**config.mk**
```make
export PLATFORM = sky130hd
export DESIGN_NAME = lbd_decoder
export DESIGN_NICKNAME = d
export VERILOG_FILES = /design/src/lbd_pkg.sv /design/src/lbd_fifo.sv /design/src/lbd_decoder.sv
export SDC_FILE = /design/constraint.sdc
export NUM_CORES = 1
export LEC_CHECK = 0
export ABC_AREA = 0
export BUFFER_PORTS_ARGS = -buffer_cell sky130_fd_sc_hd__clkbuf_2
export CAP_MARGIN = 30
export CORE_ASPECT_RATIO = 1.5
export CORE_MARGIN = 5
export CORE_UTILIZATION = 50
export CTS_CLUSTER_SIZE = 16
export DETAILED_ROUTE_END_ITERATION = 6
export HOLD_SLACK_MARGIN = 0.15
export PLACE_DENSITY_LB_ADDON = 0.08
export SETUP_SLACK_MARGIN = 0.02
export SYNTH_ARGS = -nofsm -noshare
export SYNTH_HDL_FRONTEND = slang
export SYNTH_HIERARCHICAL = 1
export SYNTH_SLANG_ARGS = --single-unit
```
**constraint.sdc**
```tcl
create_clock -name clk_i -period 8.5 [get_ports clk_i]
set_clock_uncertainty 0.05 [all_clocks]
set_input_delay 1.7 -clock clk_i [delete_from_list [all_inputs] [get_ports clk_i]]
set_output_delay 1.7 -clock clk_i [all_outputs]
set_load 0.03 [all_outputs]
```
**src/lbd_pkg.sv**
```systemverilog
package lbd_pkg;

	////////////////////////////////////////////////////////////////////////
	// Register map, byte addresses on the Avalon slave
	localparam logic [7:0] LBD_OFS_CMD = 8'h00;
	localparam logic [7:0] LBD_OFS_PTR = 8'h04;
	localparam logic [7:0] LBD_OFS_STATUS = 8'h08;
	localparam logic [7:0] LBD_OFS_CTRL = 8'h0C;
	localparam logic [1:0] LBD_OFS_BLINK_PAGE = 2'h1;
	localparam int LBD_BLINK_WORDS = 13;
	localparam int LBD_DOTS_PER_WORD = 5;
	localparam int LBD_FIFO_DEPTH = 4;

	////////////////////////////////////////////////////////////////////////
	// Field positions
	localparam int LBD_CMD_CD_BIT = 8;
	localparam int LBD_CMD_BE_LANE = 0;
	localparam int LBD_CTRL_HOLD_BIT = 0;
	localparam int LBD_ST_ARMED = 0;
	localparam int LBD_ST_UNIT = 1;
	localparam int LBD_ST_PATTERN = 2;
	localparam int LBD_ST_OPT_DISP = 3;
	localparam int LBD_ST_OPT_BLINK = 4;
	localparam int LBD_ST_HOLD = 5;
	localparam int LBD_ST_COUNT = 8;
	localparam int LBD_OPT_DISP_BIT = 0;
	localparam int LBD_OPT_BLINK_BIT = 1;

	////////////////////////////////////////////////////////////////////////
	// Pointer values
	localparam logic [4:0] LBD_ARB_FIRST = 5'h10;
	localparam logic [4:0] LBD_ARB_LAST = 5'h1C;
	localparam logic [4:0] LBD_ARB_END = 5'h1D;
	localparam logic [4:0] LBD_PTR_STEP = 5'h01;

	////////////////////////////////////////////////////////////////////////
	// Command opcodes as mask and value on the 8-bit word
	localparam logic [7:0] LBD_UNIT_MASK = 8'hFE;
	localparam logic [7:0] LBD_UNIT_VAL = 8'h9C;
	localparam logic [7:0] LBD_ARM_MASK = 8'hFE;
	localparam logic [7:0] LBD_ARM_VAL = 8'h8C;
	localparam logic [7:0] LBD_PAT_MASK = 8'hEE;
	localparam logic [7:0] LBD_PAT_VAL = 8'h82;
	localparam logic [7:0] LBD_INC_MASK = 8'hEA;
	localparam logic [7:0] LBD_INC_VAL = 8'h8A;
	localparam logic [7:0] LBD_OPT_MASK = 8'hF0;
	localparam logic [7:0] LBD_OPT_VAL = 8'hB0;

	////////////////////////////////////////////////////////////////////////
	// Reset values
	localparam logic [4:0] LBD_PTR_RST = 5'h00;
	localparam logic LBD_UNIT_RST = 1'b0;
	localparam logic LBD_PATTERN_RST = 1'b0;
	localparam logic LBD_OPT_RST = 1'b0;
	localparam logic LBD_HOLD_RST = 1'b0;
	localparam logic [31:0] LBD_RDATA_RST = 32'h0000_0000;

	////////////////////////////////////////////////////////////////////////
	// Types
	typedef struct packed {
		logic is_ptr;
		logic cd;
		logic [7:0] data;
	} lbd_entry_type;

	localparam int LBD_ENTRY_W = $bits(lbd_entry_type);

	typedef enum logic [2:0] {
		LBD_C_DATA = 3'b000,
		LBD_C_UNIT = 3'b001,
		LBD_C_ARM = 3'b010,
		LBD_C_PATTERN = 3'b011,
		LBD_C_INC = 3'b100,
		LBD_C_OPTION = 3'b101,
		LBD_C_OTHER = 3'b110
	} lbd_cmd_type;

endpackage : lbd_pkg

```
**src/lbd_fifo.sv**
```systemverilog
`timescale 1ns/1ps
module lbd_fifo #(
	parameter int W = 10,
	parameter int D = 4,
	parameter int CW = $clog2(D + 1)
) (
	input wire logic clk_i,
	input wire logic rst_n_i,
	input wire logic ce_i,
	input wire logic in_valid_i,
	output logic in_ready_o,
	input wire logic [W-1:0] in_data_i,
	output logic out_valid_o,
	input wire logic out_ready_i,
	output logic [W-1:0] out_data_o,
	output logic [CW-1:0] count_o
);
	localparam int AW = (D > 1) ? $clog2(D) : 1;
	localparam logic [AW-1:0] LAST = AW'(D - 1);

	logic [W-1:0] mem_r [0:D-1];
	logic [AW-1:0] wr_r;
	logic [AW-1:0] rd_r;
	logic [CW-1:0] cnt_r;
	logic push;
	logic pop;

	function automatic logic [AW-1:0] bump(input logic [AW-1:0] p);
		return (p == LAST) ? '0 : AW'(p + 1'b1);
	endfunction : bump

	assign in_ready_o = (cnt_r != CW'(D));
	assign out_valid_o = (cnt_r != '0);
	assign out_data_o = mem_r[rd_r];
	assign count_o = cnt_r;
	assign push = ce_i & in_valid_i & in_ready_o;
	assign pop = ce_i & out_valid_o & out_ready_i;

	always_ff @(posedge clk_i) begin
		if (push) begin
			mem_r[wr_r] <= in_data_i;
		end
	end

	always_ff @(posedge clk_i or negedge rst_n_i) begin
		if (!rst_n_i) begin
			wr_r <= '0;
			rd_r <= '0;
			cnt_r <= '0;
		end else begin
			if (push) begin
				wr_r <= bump(wr_r);
			end
			if (pop) begin
				rd_r <= bump(rd_r);
			end
			if (push && !pop) begin
				cnt_r <= CW'(cnt_r + 1'b1);
			end else if (pop && !push) begin
				cnt_r <= CW'(cnt_r - 1'b1);
			end
		end
	end

endmodule : lbd_fifo

```
**src/lbd_decoder.sv**
```systemverilog
`timescale 1ns/1ps
// Contract
// - Dot blink command with arm bit one arms per-dot blink data writes.
// - Once armed, words sent with command/data low are blink data.
// - Low five bits of each blink data word stored at the pointer address.
// - Pointer advances by one after each stored blink data word.
// - Address 10H drives dots 1-5, each next address next five, 1CH dots 61-65.
// - Only 10H-1CH valid; data at 1DH dropped, pointer stays 1DH.
// - Blink pattern command decoded with its lowest bit as pattern select.
// - Select one blinks with all dots off, zero with all dots on.
// - Pattern is one global setting for all 13 characters.
// - Pointer increment command adds one to the pointer.
// - Increment applies the chosen clear action at the old pointer value.
// - Unit bit zero picks five-dot writing, one picks per-dot writing.
// - First option bit clears display entries, second clears blink entries.
module lbd_decoder
	import lbd_pkg::*;
(
	input wire logic clk_i,
	input wire logic rst_n_i,
	input wire logic ce_i,
	input wire logic [7:0] avs_address_i,
	input wire logic avs_read_i,
	input wire logic avs_write_i,
	input wire logic [31:0] avs_writedata_i,
	input wire logic [3:0] avs_byteenable_i,
	output logic [31:0] avs_readdata_o,
	output logic avs_waitrequest_o,
	output logic pattern_o,
	output logic [LBD_BLINK_WORDS*LBD_DOTS_PER_WORD-1:0] blink_dots_o,
	output logic clear_display_o,
	output logic clear_char_blink_o,
	output logic [4:0] clear_addr_o
);
	localparam int CW = $clog2(LBD_FIFO_DEPTH + 1);

	////////////////////////////////////////////////////////////////////////
	// Helpers
	function automatic lbd_cmd_type decode(input logic cd, input logic [7:0] w);
		if (!cd) begin
			return LBD_C_DATA;
		end
		if ((w & LBD_UNIT_MASK) == LBD_UNIT_VAL) begin
			return LBD_C_UNIT;
		end
		if ((w & LBD_ARM_MASK) == LBD_ARM_VAL) begin
			return LBD_C_ARM;
		end
		if ((w & LBD_PAT_MASK) == LBD_PAT_VAL) begin
			return LBD_C_PATTERN;
		end
		// Loosely decoded increment is tried after the exact codes, to be safe
		if ((w & LBD_INC_MASK) == LBD_INC_VAL) begin
			return LBD_C_INC;
		end
		if ((w & LBD_OPT_MASK) == LBD_OPT_VAL) begin
			return LBD_C_OPTION;
		end
		return LBD_C_OTHER;
	endfunction : decode

	function automatic logic in_arb(input logic [4:0] p);
		return (p >= LBD_ARB_FIRST) && (p <= LBD_ARB_LAST);
	endfunction : in_arb

	function automatic logic [3:0] arb_idx(input logic [4:0] p);
		return 4'(p - LBD_ARB_FIRST);
	endfunction : arb_idx

	////////////////////////////////////////////////////////////////////////
	// Bus slave and queue
	logic wait_r;
	logic [31:0] rdata_r;
	logic [31:0] rd_nxt;
	logic hold_r;
	logic fifo_in_ready;
	logic fifo_out_valid;
	logic [LBD_ENTRY_W-1:0] fifo_out;
	logic [CW-1:0] fifo_count;
	lbd_entry_type push_entry;
	lbd_entry_type cur;
	logic is_queued;
	logic accept;
	logic wr_ok;
	logic pop;

	assign is_queued = (avs_address_i == LBD_OFS_CMD) || (avs_address_i == LBD_OFS_PTR);
	// Queued writes wait while the queue is full; that is the back-pressure
	assign accept = ce_i & wait_r & (avs_read_i | avs_write_i)
		& ~(avs_write_i & is_queued & ~fifo_in_ready);
	assign wr_ok = accept & avs_write_i & avs_byteenable_i[LBD_CMD_BE_LANE];
	assign push_entry = '{is_ptr: (avs_address_i == LBD_OFS_PTR),
		cd: avs_writedata_i[LBD_CMD_CD_BIT], data: avs_writedata_i[7:0]};
	assign cur = lbd_entry_type'(fifo_out);
	assign pop = ce_i & fifo_out_valid & ~hold_r;

	lbd_fifo #(
		.W(LBD_ENTRY_W),
		.D(LBD_FIFO_DEPTH)
	) u_fifo (
		.clk_i(clk_i),
		.rst_n_i(rst_n_i),
		.ce_i(ce_i),
		.in_valid_i(wr_ok & is_queued),
		.in_ready_o(fifo_in_ready),
		.in_data_i(push_entry),
		.out_valid_o(fifo_out_valid),
		.out_ready_i(~hold_r),
		.out_data_o(fifo_out),
		.count_o(fifo_count)
	);

	////////////////////////////////////////////////////////////////////////
	// Command state
	logic [4:0] ptr_r;
	logic unit_r;
	logic armed_r;
	logic pattern_r;
	logic opt_disp_r;
	logic opt_blink_r;
	logic [LBD_DOTS_PER_WORD-1:0] mem_r [0:LBD_BLINK_WORDS-1];
	logic clear_display_r;
	logic clear_char_blink_r;
	logic [4:0] clear_addr_r;
	lbd_cmd_type cmd;
	logic data_store;

	assign cmd = decode(cur.cd, cur.data);
	assign data_store = pop & ~cur.is_ptr & (cmd == LBD_C_DATA) & armed_r & in_arb(ptr_r);

	always_comb begin
		rd_nxt = '0;
		if (avs_address_i == LBD_OFS_PTR) begin
			rd_nxt[4:0] = ptr_r;
		end else if (avs_address_i == LBD_OFS_STATUS) begin
			rd_nxt[LBD_ST_ARMED] = armed_r;
			rd_nxt[LBD_ST_UNIT] = unit_r;
			rd_nxt[LBD_ST_PATTERN] = pattern_r;
			rd_nxt[LBD_ST_OPT_DISP] = opt_disp_r;
			rd_nxt[LBD_ST_OPT_BLINK] = opt_blink_r;
			rd_nxt[LBD_ST_HOLD] = hold_r;
			rd_nxt[LBD_ST_COUNT +: CW] = fifo_count;
		end else if (avs_address_i == LBD_OFS_CTRL) begin
			rd_nxt[LBD_CTRL_HOLD_BIT] = hold_r;
		end else if (avs_address_i[7:6] == LBD_OFS_BLINK_PAGE && avs_address_i[1:0] == 2'h0
			&& avs_address_i[5:2] < 4'(LBD_BLINK_WORDS)) begin
			rd_nxt[LBD_DOTS_PER_WORD-1:0] = mem_r[avs_address_i[5:2]];
		end
	end

	// One wait state per access, more for a queued write to a full queue; unmapped reads give zero, writes vanish
	always_ff @(posedge clk_i or negedge rst_n_i) begin
		if (!rst_n_i) begin
			wait_r <= 1'b1;
			rdata_r <= LBD_RDATA_RST;
		end else if (ce_i) begin
			wait_r <= ~accept;
			if (accept && avs_read_i) begin
				rdata_r <= rd_nxt;
			end
		end
	end

	always_ff @(posedge clk_i or negedge rst_n_i) begin
		if (!rst_n_i) begin
			hold_r <= LBD_HOLD_RST;
		end else if (wr_ok && avs_address_i == LBD_OFS_CTRL) begin
			hold_r <= avs_writedata_i[LBD_CTRL_HOLD_BIT];
		end
	end

	always_ff @(posedge clk_i or negedge rst_n_i) begin
		if (!rst_n_i) begin
			ptr_r <= LBD_PTR_RST;
		end else if (pop) begin
			if (cur.is_ptr) begin
				ptr_r <= cur.data[4:0];
			end else if (cmd == LBD_C_INC) begin
				ptr_r <= 5'(ptr_r + LBD_PTR_STEP);
			end else if (data_store) begin
				ptr_r <= 5'(ptr_r + LBD_PTR_STEP);
			end
			// Data at 1DH or any other pointer outside the range leaves it alone
		end
	end

	always_ff @(posedge clk_i or negedge rst_n_i) begin
		if (!rst_n_i) begin
			unit_r <= LBD_UNIT_RST;
			armed_r <= 1'b0;
		end else if (pop && !cur.is_ptr) begin
			if (cmd == LBD_C_UNIT) begin
				unit_r <= cur.data[0];
				armed_r <= 1'b0;
			end else if (cmd == LBD_C_ARM) begin
				// Arming needs per-dot unit, otherwise five-dot writing stays in force
				armed_r <= cur.data[0] & unit_r;
			end else if (cmd != LBD_C_DATA) begin
				// Any other command returns the link to command decoding
				armed_r <= 1'b0;
			end
		end
	end

	always_ff @(posedge clk_i or negedge rst_n_i) begin
		if (!rst_n_i) begin
			pattern_r <= LBD_PATTERN_RST;
			opt_disp_r <= LBD_OPT_RST;
			opt_blink_r <= LBD_OPT_RST;
		end else if (pop && !cur.is_ptr) begin
			if (cmd == LBD_C_PATTERN) begin
				pattern_r <= cur.data[0];
			end
			if (cmd == LBD_C_OPTION) begin
				opt_disp_r <= cur.data[LBD_OPT_DISP_BIT];
				opt_blink_r <= cur.data[LBD_OPT_BLINK_BIT];
			end
		end
	end

	always_ff @(posedge clk_i or negedge rst_n_i) begin
		if (!rst_n_i) begin
			for (int i = 0; i < LBD_BLINK_WORDS; i++) begin
				mem_r[i] <= '0;
			end
		end else if (data_store) begin
			mem_r[arb_idx(ptr_r)] <= cur.data[LBD_DOTS_PER_WORD-1:0];
		end else if (pop && !cur.is_ptr && cmd == LBD_C_INC && opt_blink_r && in_arb(ptr_r)) begin
			mem_r[arb_idx(ptr_r)] <= '0;
		end
	end

	// Display and character blink stores live outside; they get a pulse and address
	always_ff @(posedge clk_i or negedge rst_n_i) begin
		if (!rst_n_i) begin
			clear_display_r <= 1'b0;
			clear_char_blink_r <= 1'b0;
			clear_addr_r <= LBD_PTR_RST;
		end else if (ce_i) begin
			clear_display_r <= pop & ~cur.is_ptr & (cmd == LBD_C_INC) & opt_disp_r;
			clear_char_blink_r <= pop & ~cur.is_ptr & (cmd == LBD_C_INC) & opt_blink_r;
			if (pop && !cur.is_ptr && cmd == LBD_C_INC) begin
				clear_addr_r <= ptr_r;
			end
		end
	end

	////////////////////////////////////////////////////////////////////////
	// Outputs
	assign avs_readdata_o = rdata_r;
	assign avs_waitrequest_o = wait_r;
	assign pattern_o = pattern_r;
	assign clear_display_o = clear_display_r;
	assign clear_char_blink_o = clear_char_blink_r;
	assign clear_addr_o = clear_addr_r;
	for (genvar g = 0; g < LBD_BLINK_WORDS; g++) begin : g_dots
		assign blink_dots_o[g*LBD_DOTS_PER_WORD +: LBD_DOTS_PER_WORD] = mem_r[g];
	end

	logic ex;
	assign ex = pop & ~cur.is_ptr;
endmodule : lbd_decoder

```
Word-level counts from Yosys, hierarchy flattened:

Memories as Yosys holds them, arrays and structs flattened.
Index checks and enable logic that the tools add are counted.

* word-level logic and storage cells: 182
* bits in writable memories: 40
* output and inout port bits: 106
* bits in registers: 100
* memories kept: 1

* add/subtract/negate cells: 6
* mux-type cells: 62
* order comparisons: 6
* equal/unequal tests: 17
* reduce and logical (&&, ||, !) cells: 32
* bitwise operators: 30

Memories
* u_fifo.mem_r: words 4, bits a word 10, read ports 1, clocked after memory_dff 0, write ports 1, RTL line lbd_fifo.sv:21 `logic [W-1:0] mem_r [0:D-1];`

Operators by type and width (number)
* two-way mux 65 bit: 2
* AND 65 bit: 1
* bitwise mux 65 bit: 1
* inverter 65 bit: 1
* two-way mux 3 bit: 17
* two-way mux 5 bit: 9
* two-way mux 1 bit: 28
* AND 1 bit: 20
* binary-select mux 5 bit (select 4 bit): 1
* demux 5 bit (select 4 bit): 1
* == test 8 x 4 -> 1 bit (second input constant): 2
* >= comparator 5 bit (second input constant): 3
* == test 7 bit (second input constant): 2
* AND reduction 2 bit: 7
* logical AND 1 bit: 12
* nonzero test 3 bit: 4
* inverter 4 -> 5 bit: 2
* == test 8 x 3 -> 1 bit (second input constant): 1
* zero test 8 bit: 1
* == test 3 x 2 -> 1 bit (second input constant): 2
* == test 3 bit (second input constant): 2
* == test 6 bit (second input constant): 1
* adder 5 x 1 -> 5 bit (second input constant): 1
* == test 5 bit (second input constant): 1
* other kinds (21): 31

Longest topological paths before layout:

An unclocked memory read counts as a cell.

* depth in word-level cells: 31
* gate-level depth with buffers: 14

Cells and area by module:

The synthesis kept the hierarchy.

By module, submodules not included
* lbd_decoder: cells an instance 659, times used 1, sequential area each 2328.5 um^2, area each 6160.9 um^2
* lbd_fifo: cells an instance 90, times used 1, sequential area each 1376.3 um^2, area each 1914.3 um^2

Least setup slack after synthesis:

Ideal clock, no wire load.

* path kind: input -> register
* start point: input avs_address_i[1]
* end point: register u_fifo.cnt_r[2], in the netlist u_fifo/count_o[2]
* required time: 8.371 ns
* arrival time: 4.077 ns
* library setup time: 0.079 ns
* stages on the path: 12
* setup slack: 4.294 ns
* path buffers: 0
* path through: or3_1 > nor4_2 > nand4_1 > nor2_1 > nand2_1 > a21oi_2 > ha_1 > inv_1 > fa_1 > xor2_1 > nor2_1 > xor2_1

* cells in the longest elaborated chain, start to end: 14
* elaborated cells between the ends (all ways): 17
* those cells by class: eq/ne: 1; mux: 1; bitwise: 9; reduce/logical: 6

RTL lines
* start, declared: RTL line lbd_decoder.sv:22 `input wire logic [7:0] avs_address_i,`
* == test 8 x 3 -> 1 bit / zero test 8 bit (equally long branches): RTL line lbd_decoder.sv:87 `assign is_queued = (avs_address_i == LBD_OFS_CMD) || (avs_address_i == LBD_OFS_PTR);`
* logical OR 1 bit *: RTL line lbd_decoder.sv:87
* AND 1 bit (2 in series): RTL line lbd_decoder.sv:90 `& ~(avs_write_i & is_queued & ~fifo_in_ready);`
* inverter 1 bit: RTL line lbd_decoder.sv:90
* AND 1 bit: RTL line lbd_decoder.sv:90
* AND 1 bit (2 in series): RTL line lbd_decoder.sv:91 `assign wr_ok = accept & avs_write_i & avs_byteenable_i[LBD_CMD_BE_LANE];`
* AND 1 bit *: RTL line lbd_decoder.sv:104 `.in_valid_i(wr_ok & is_queued),`
* AND 1 bit * (2 in series): RTL line lbd_fifo.sv:36 `assign push = ce_i & in_valid_i & in_ready_o;`
* net u_fifo.push: RTL line lbd_fifo.sv:25 `logic push;`
* zero test 1 bit: RTL line lbd_fifo.sv:59 `end else if (pop && !push) begin`
* logical AND 1 bit: RTL line lbd_fifo.sv:59
* nonzero test 2 bit (no line)
* end signal, assigned: RTL line lbd_fifo.sv:58 `cnt_r <= CW'(cnt_r + 1'b1);`
* end signal, assigned: RTL line lbd_fifo.sv:60 `cnt_r <= CW'(cnt_r - 1'b1);`
* end, declared: RTL line lbd_fifo.sv:24 `logic [CW-1:0] cnt_r;`

Mark *: on every way through the listed nets, which the timed path passes. The rest lies on a longest branch.
A chain may end at the register's enable or synchronous reset.

Final worst setup path:

Ends and elaborated chain as after synthesis.

==> flow_summary.json <==
{
  "syn_inst": 749,
  "final_cell_area_um2": 9070,
  "start_util_pct": 50.3,
  "syn_area_um2": 8080,
  "synth_flop_cell": "dfrtp_1",
  "die_h_um": 166,
  "async_flop_share_pct": 71.4,
  "outcome": "complete, no violations",
  "row_count": 57,
  "cts_buffers": 17,
  "synth_seq_area_share_pct": 45.9,
  "clkSinkCount": 140,
  "drc_errors": 0,
  "finalSetupViolCount": 0,
  "grt_pass1_wl_um": 36500,
  "insertedDiodeCount": 0,
  "rsz0062_at_grt": "false",
  "synth_seq_cells": 140,
  "stdcell_count": 1026,
  "yosys.area.top_type_share_pct": 30.7,
  "dieArea_um2": 18800,
  "final_cell_mix": "clkbuf_2, dfrtp_1, nand2_1",
  "yosys_warnings": 6,
  "cts_setup_buffers": 0,
  "via_per_inst": 6.28,
  "path_cells": "clkbuf_2 -> or3_1 -> nor4_2 -> nand4_1 -> nor2_1 -> nand2_1 -> a21oi_2 -> ha_1 -> inv_1 -> fa_1 -> xor2_1 -> nor2_1 -> xor2_1",
  "cts_hold_repair.buffers": 0,
  "hpwl_um": 14900,
  "dieWidth_um": 114,
  "nets": 867,
  "critical_path.max_fanout": 9,
  "pre_cts_ws_ns": 3.64,
  "grt_max_degree": 70,
  "drive_gt1_share_pct": 24.5,
  "clkTransAtPathRegs_ns": 0.07,
  "peakVddDrop_uv": 180,
  "synth_area_per_cell_um2": 10.8,
  "post_cts_resized": 0,
  "grt.overflow.total": 0,
  "period_needed_ns": 4.44,
  "slowest_delay_ns": 0.70,
  "critPathBufInv": 2,
  "dp_cells": 994,
  "power_mw": 2.18,
  "finalSetupTns_ns": 0,
  "drt-total-wl_um": 22700,
  "netlist-cell-type-count": 67,
  "cp_slowest_cell": "nor4_2",
  "start_kind": "primary input",
  "final_common_cell": "clkbuf_2",
  "timing.final.crit_share_pct": 52.3,
  "port_buffers": 105,
  "track_usage_pct": 24.4,
  "dr_total_vias": 6446,
  "final_antenna_net_count": 0,
  "clock_latency_ns": 0.42,
  "drv_slew": 0,
  "cp.required_ns": 8.79,
  "area_growth_syn_to_layout_pct": 12.3,
  "rrSetupSlack_ns": 4.22,
  "cts_tree": "built",
  "fin_ws_ns": 4.06,
  "cap_violations": 0,
  "p_leak_nw": 4.05,
  "hold_violations": 0,
  "cpLargestDelayFamily": "simple AND/OR/NAND/NOR gates",
  "place_area_um2": 8470,
  "routedWlPerCell_um": 22.1,
  "cp.arrival_ns": 4.74,
  "cp-end-kind": "register",
  "synth_edf_count": 40,
  "antenna_found_initial": 0,
  "ys_top_cells_by_area": "dfrtp_1, edfxtp_1, o211ai_1",
  "cts_htree_levels": 4,
  "clockRootBuffer": "clkbuf_16",
  "pin_count": 155,
  "tightest_slew_ns": 1.04,
  "yosys.area.top_type": "dfrtp_1",
  "firstDrtPassIters": 6,
  "grt_pass1_vias": 6584,
  "clock_path_buffers": 2,
  "power_density_nw_per_um2": 241,
  "hold_path.class": "register to register",
  "drtIter0Drc": 695,
  "relSlewSlack_pct": 30.6,
  "place.gp.congestion": 0.864,
  "core_region_area_um2": 16000,
  "max_freq_mhz": 225,
  "crit_type": "primary input to register"
}
-- flip-flops by register name (all words and copies together) (netlist names) --
| register | count |
|---|---|
| armed_r | 1 |
| avs_readdata_o | 9 |
| avs_waitrequest_o | 1 |
| blink_dots_o | 65 |
| clear_addr_o | 5 |
| clear_char_blink_o | 1 |
| clear_display_o | 1 |
| hold_r | 1 |
| opt_blink_r | 1 |
| opt_disp_r | 1 |
| pattern_o | 1 |
| ptr_r | 5 |
| u_fifo/count_o | 3 |
| u_fifo/mem_r | 40 |
| u_fifo/rd_r | 2 |
| u_fifo/wr_r | 2 |
| unit_r | 1 |
-- power breakdown --
group          switching, mW  internal [mW]  leakage [nW]
combinational          0.418          0.194          2.16
sequential            0.0776          0.728          1.60
clock                  0.322          0.443         0.286
total                  0.818           1.37          4.05
-- cells by family (layout without fill, tap and decap cells) --
| group | after synthesis | in the layout | synth area share [%] |
|---|---|---|---|
| AOI/OAI and AO/OA | 168 | 168 | 16.4 |
| xor gates and xnor gates | 3 | 3 | 0.325 |
| adders and majority gates | 11 | 11 | 1.80 |
| buffers and inverters | 107 | 156 | 7.31 |
| DFF | 140 | 140 | 45.9 |
| muxes | 46 | 46 | 10.4 |
| other | 1 | 23 | 0.0464 |
| and+or+nand+nor | 273 | 273 | 17.8 |
-- cells in the mapped netlist (2+ instances only) --
cell type,instances
o211ai_1,57
mux4_2,18
nand3_1,32
dfrtp_1,99
buf_6,8
buf_4,27
and3_1,33
nand2_1,91
nand4_1,27
edfxtp_1,40
nor3b_1,4
a22o_1,3
and4b_1,2
buf_1,5
mux4_1,8
ha_1,10
nand2b_1,25
o41ai_1,4
xor2_1,2
a21oi_1,13
mux2_2,12
o211ai_2,10
inv_1,10
a32oi_1,40
a31o_2,2
nor2b_1,4
nor2_1,28
a311oi_1,2
nand4b_1,2
clkbuf_1,34
mux2_1,4
mux2i_1,4
and2_1,11
a2111oi_0,3
a211oi_1,6
o21ai_0,16
nand3b_1,2
buf_2,22
-- metal layers --
metal  vias to the layer above  GRT usage, %  wire, um
met2                       248          41.4     11800
met3                        48          3.80      1300
met4                         0          12.1       880
li1                       2937             -         -
met1                      3213          30.0      8650
met5                         -             0         0
-- metrics by stage --
| stage | util [%] | hold WS [ns] |
|---|---|---|
| after detailed placement | 52.8 | 0.424 |
| final | 56.5 | 0.433 |
| after CTS | 56.5 | 0.439 |
| after floorplan | - | 0.419 |
| after global routing | 56.5 | 0.469 |
| after global placement | 52.7 | 0.418 |
-- worst min-delay path, delay by kind of cell (launching register included) --
family          cells  cell delay, ns
compound gates      1            0.06
flops               1            0.34
simple gates        1            0.04
-- final cells by class --
cell class                      instances  area, um^2
Clock inverter                         15         175
Sequential cell                       140        3700
Fill cell                            1414        6980
Timing Repair Buffer                  113         586
Clock buffer                           17         425
Tap cell                              206         258
Inverter                               11        41.3
Multi-Input combinational cell        524        3880
-- worst paths after layout --
check                                  startpoint                end  cells after the start
worst min register to register  avs_readdata_o[8]  avs_readdata_o[8]                      2
max in group asynchronous                 rst_n_i   blink_dots_o[19]                      2
min in group asynchronous                 rst_n_i   blink_dots_o[35]                      1
worst max-delay path             avs_address_i[1]  u_fifo/count_o[2]                     13
worst min-delay path            avs_readdata_o[8]  avs_readdata_o[8]                      2
worst max register to register     u_fifo/rd_r[0]          pattern_o                      7
Note: power is estimated with default switching activity, not from simulation.
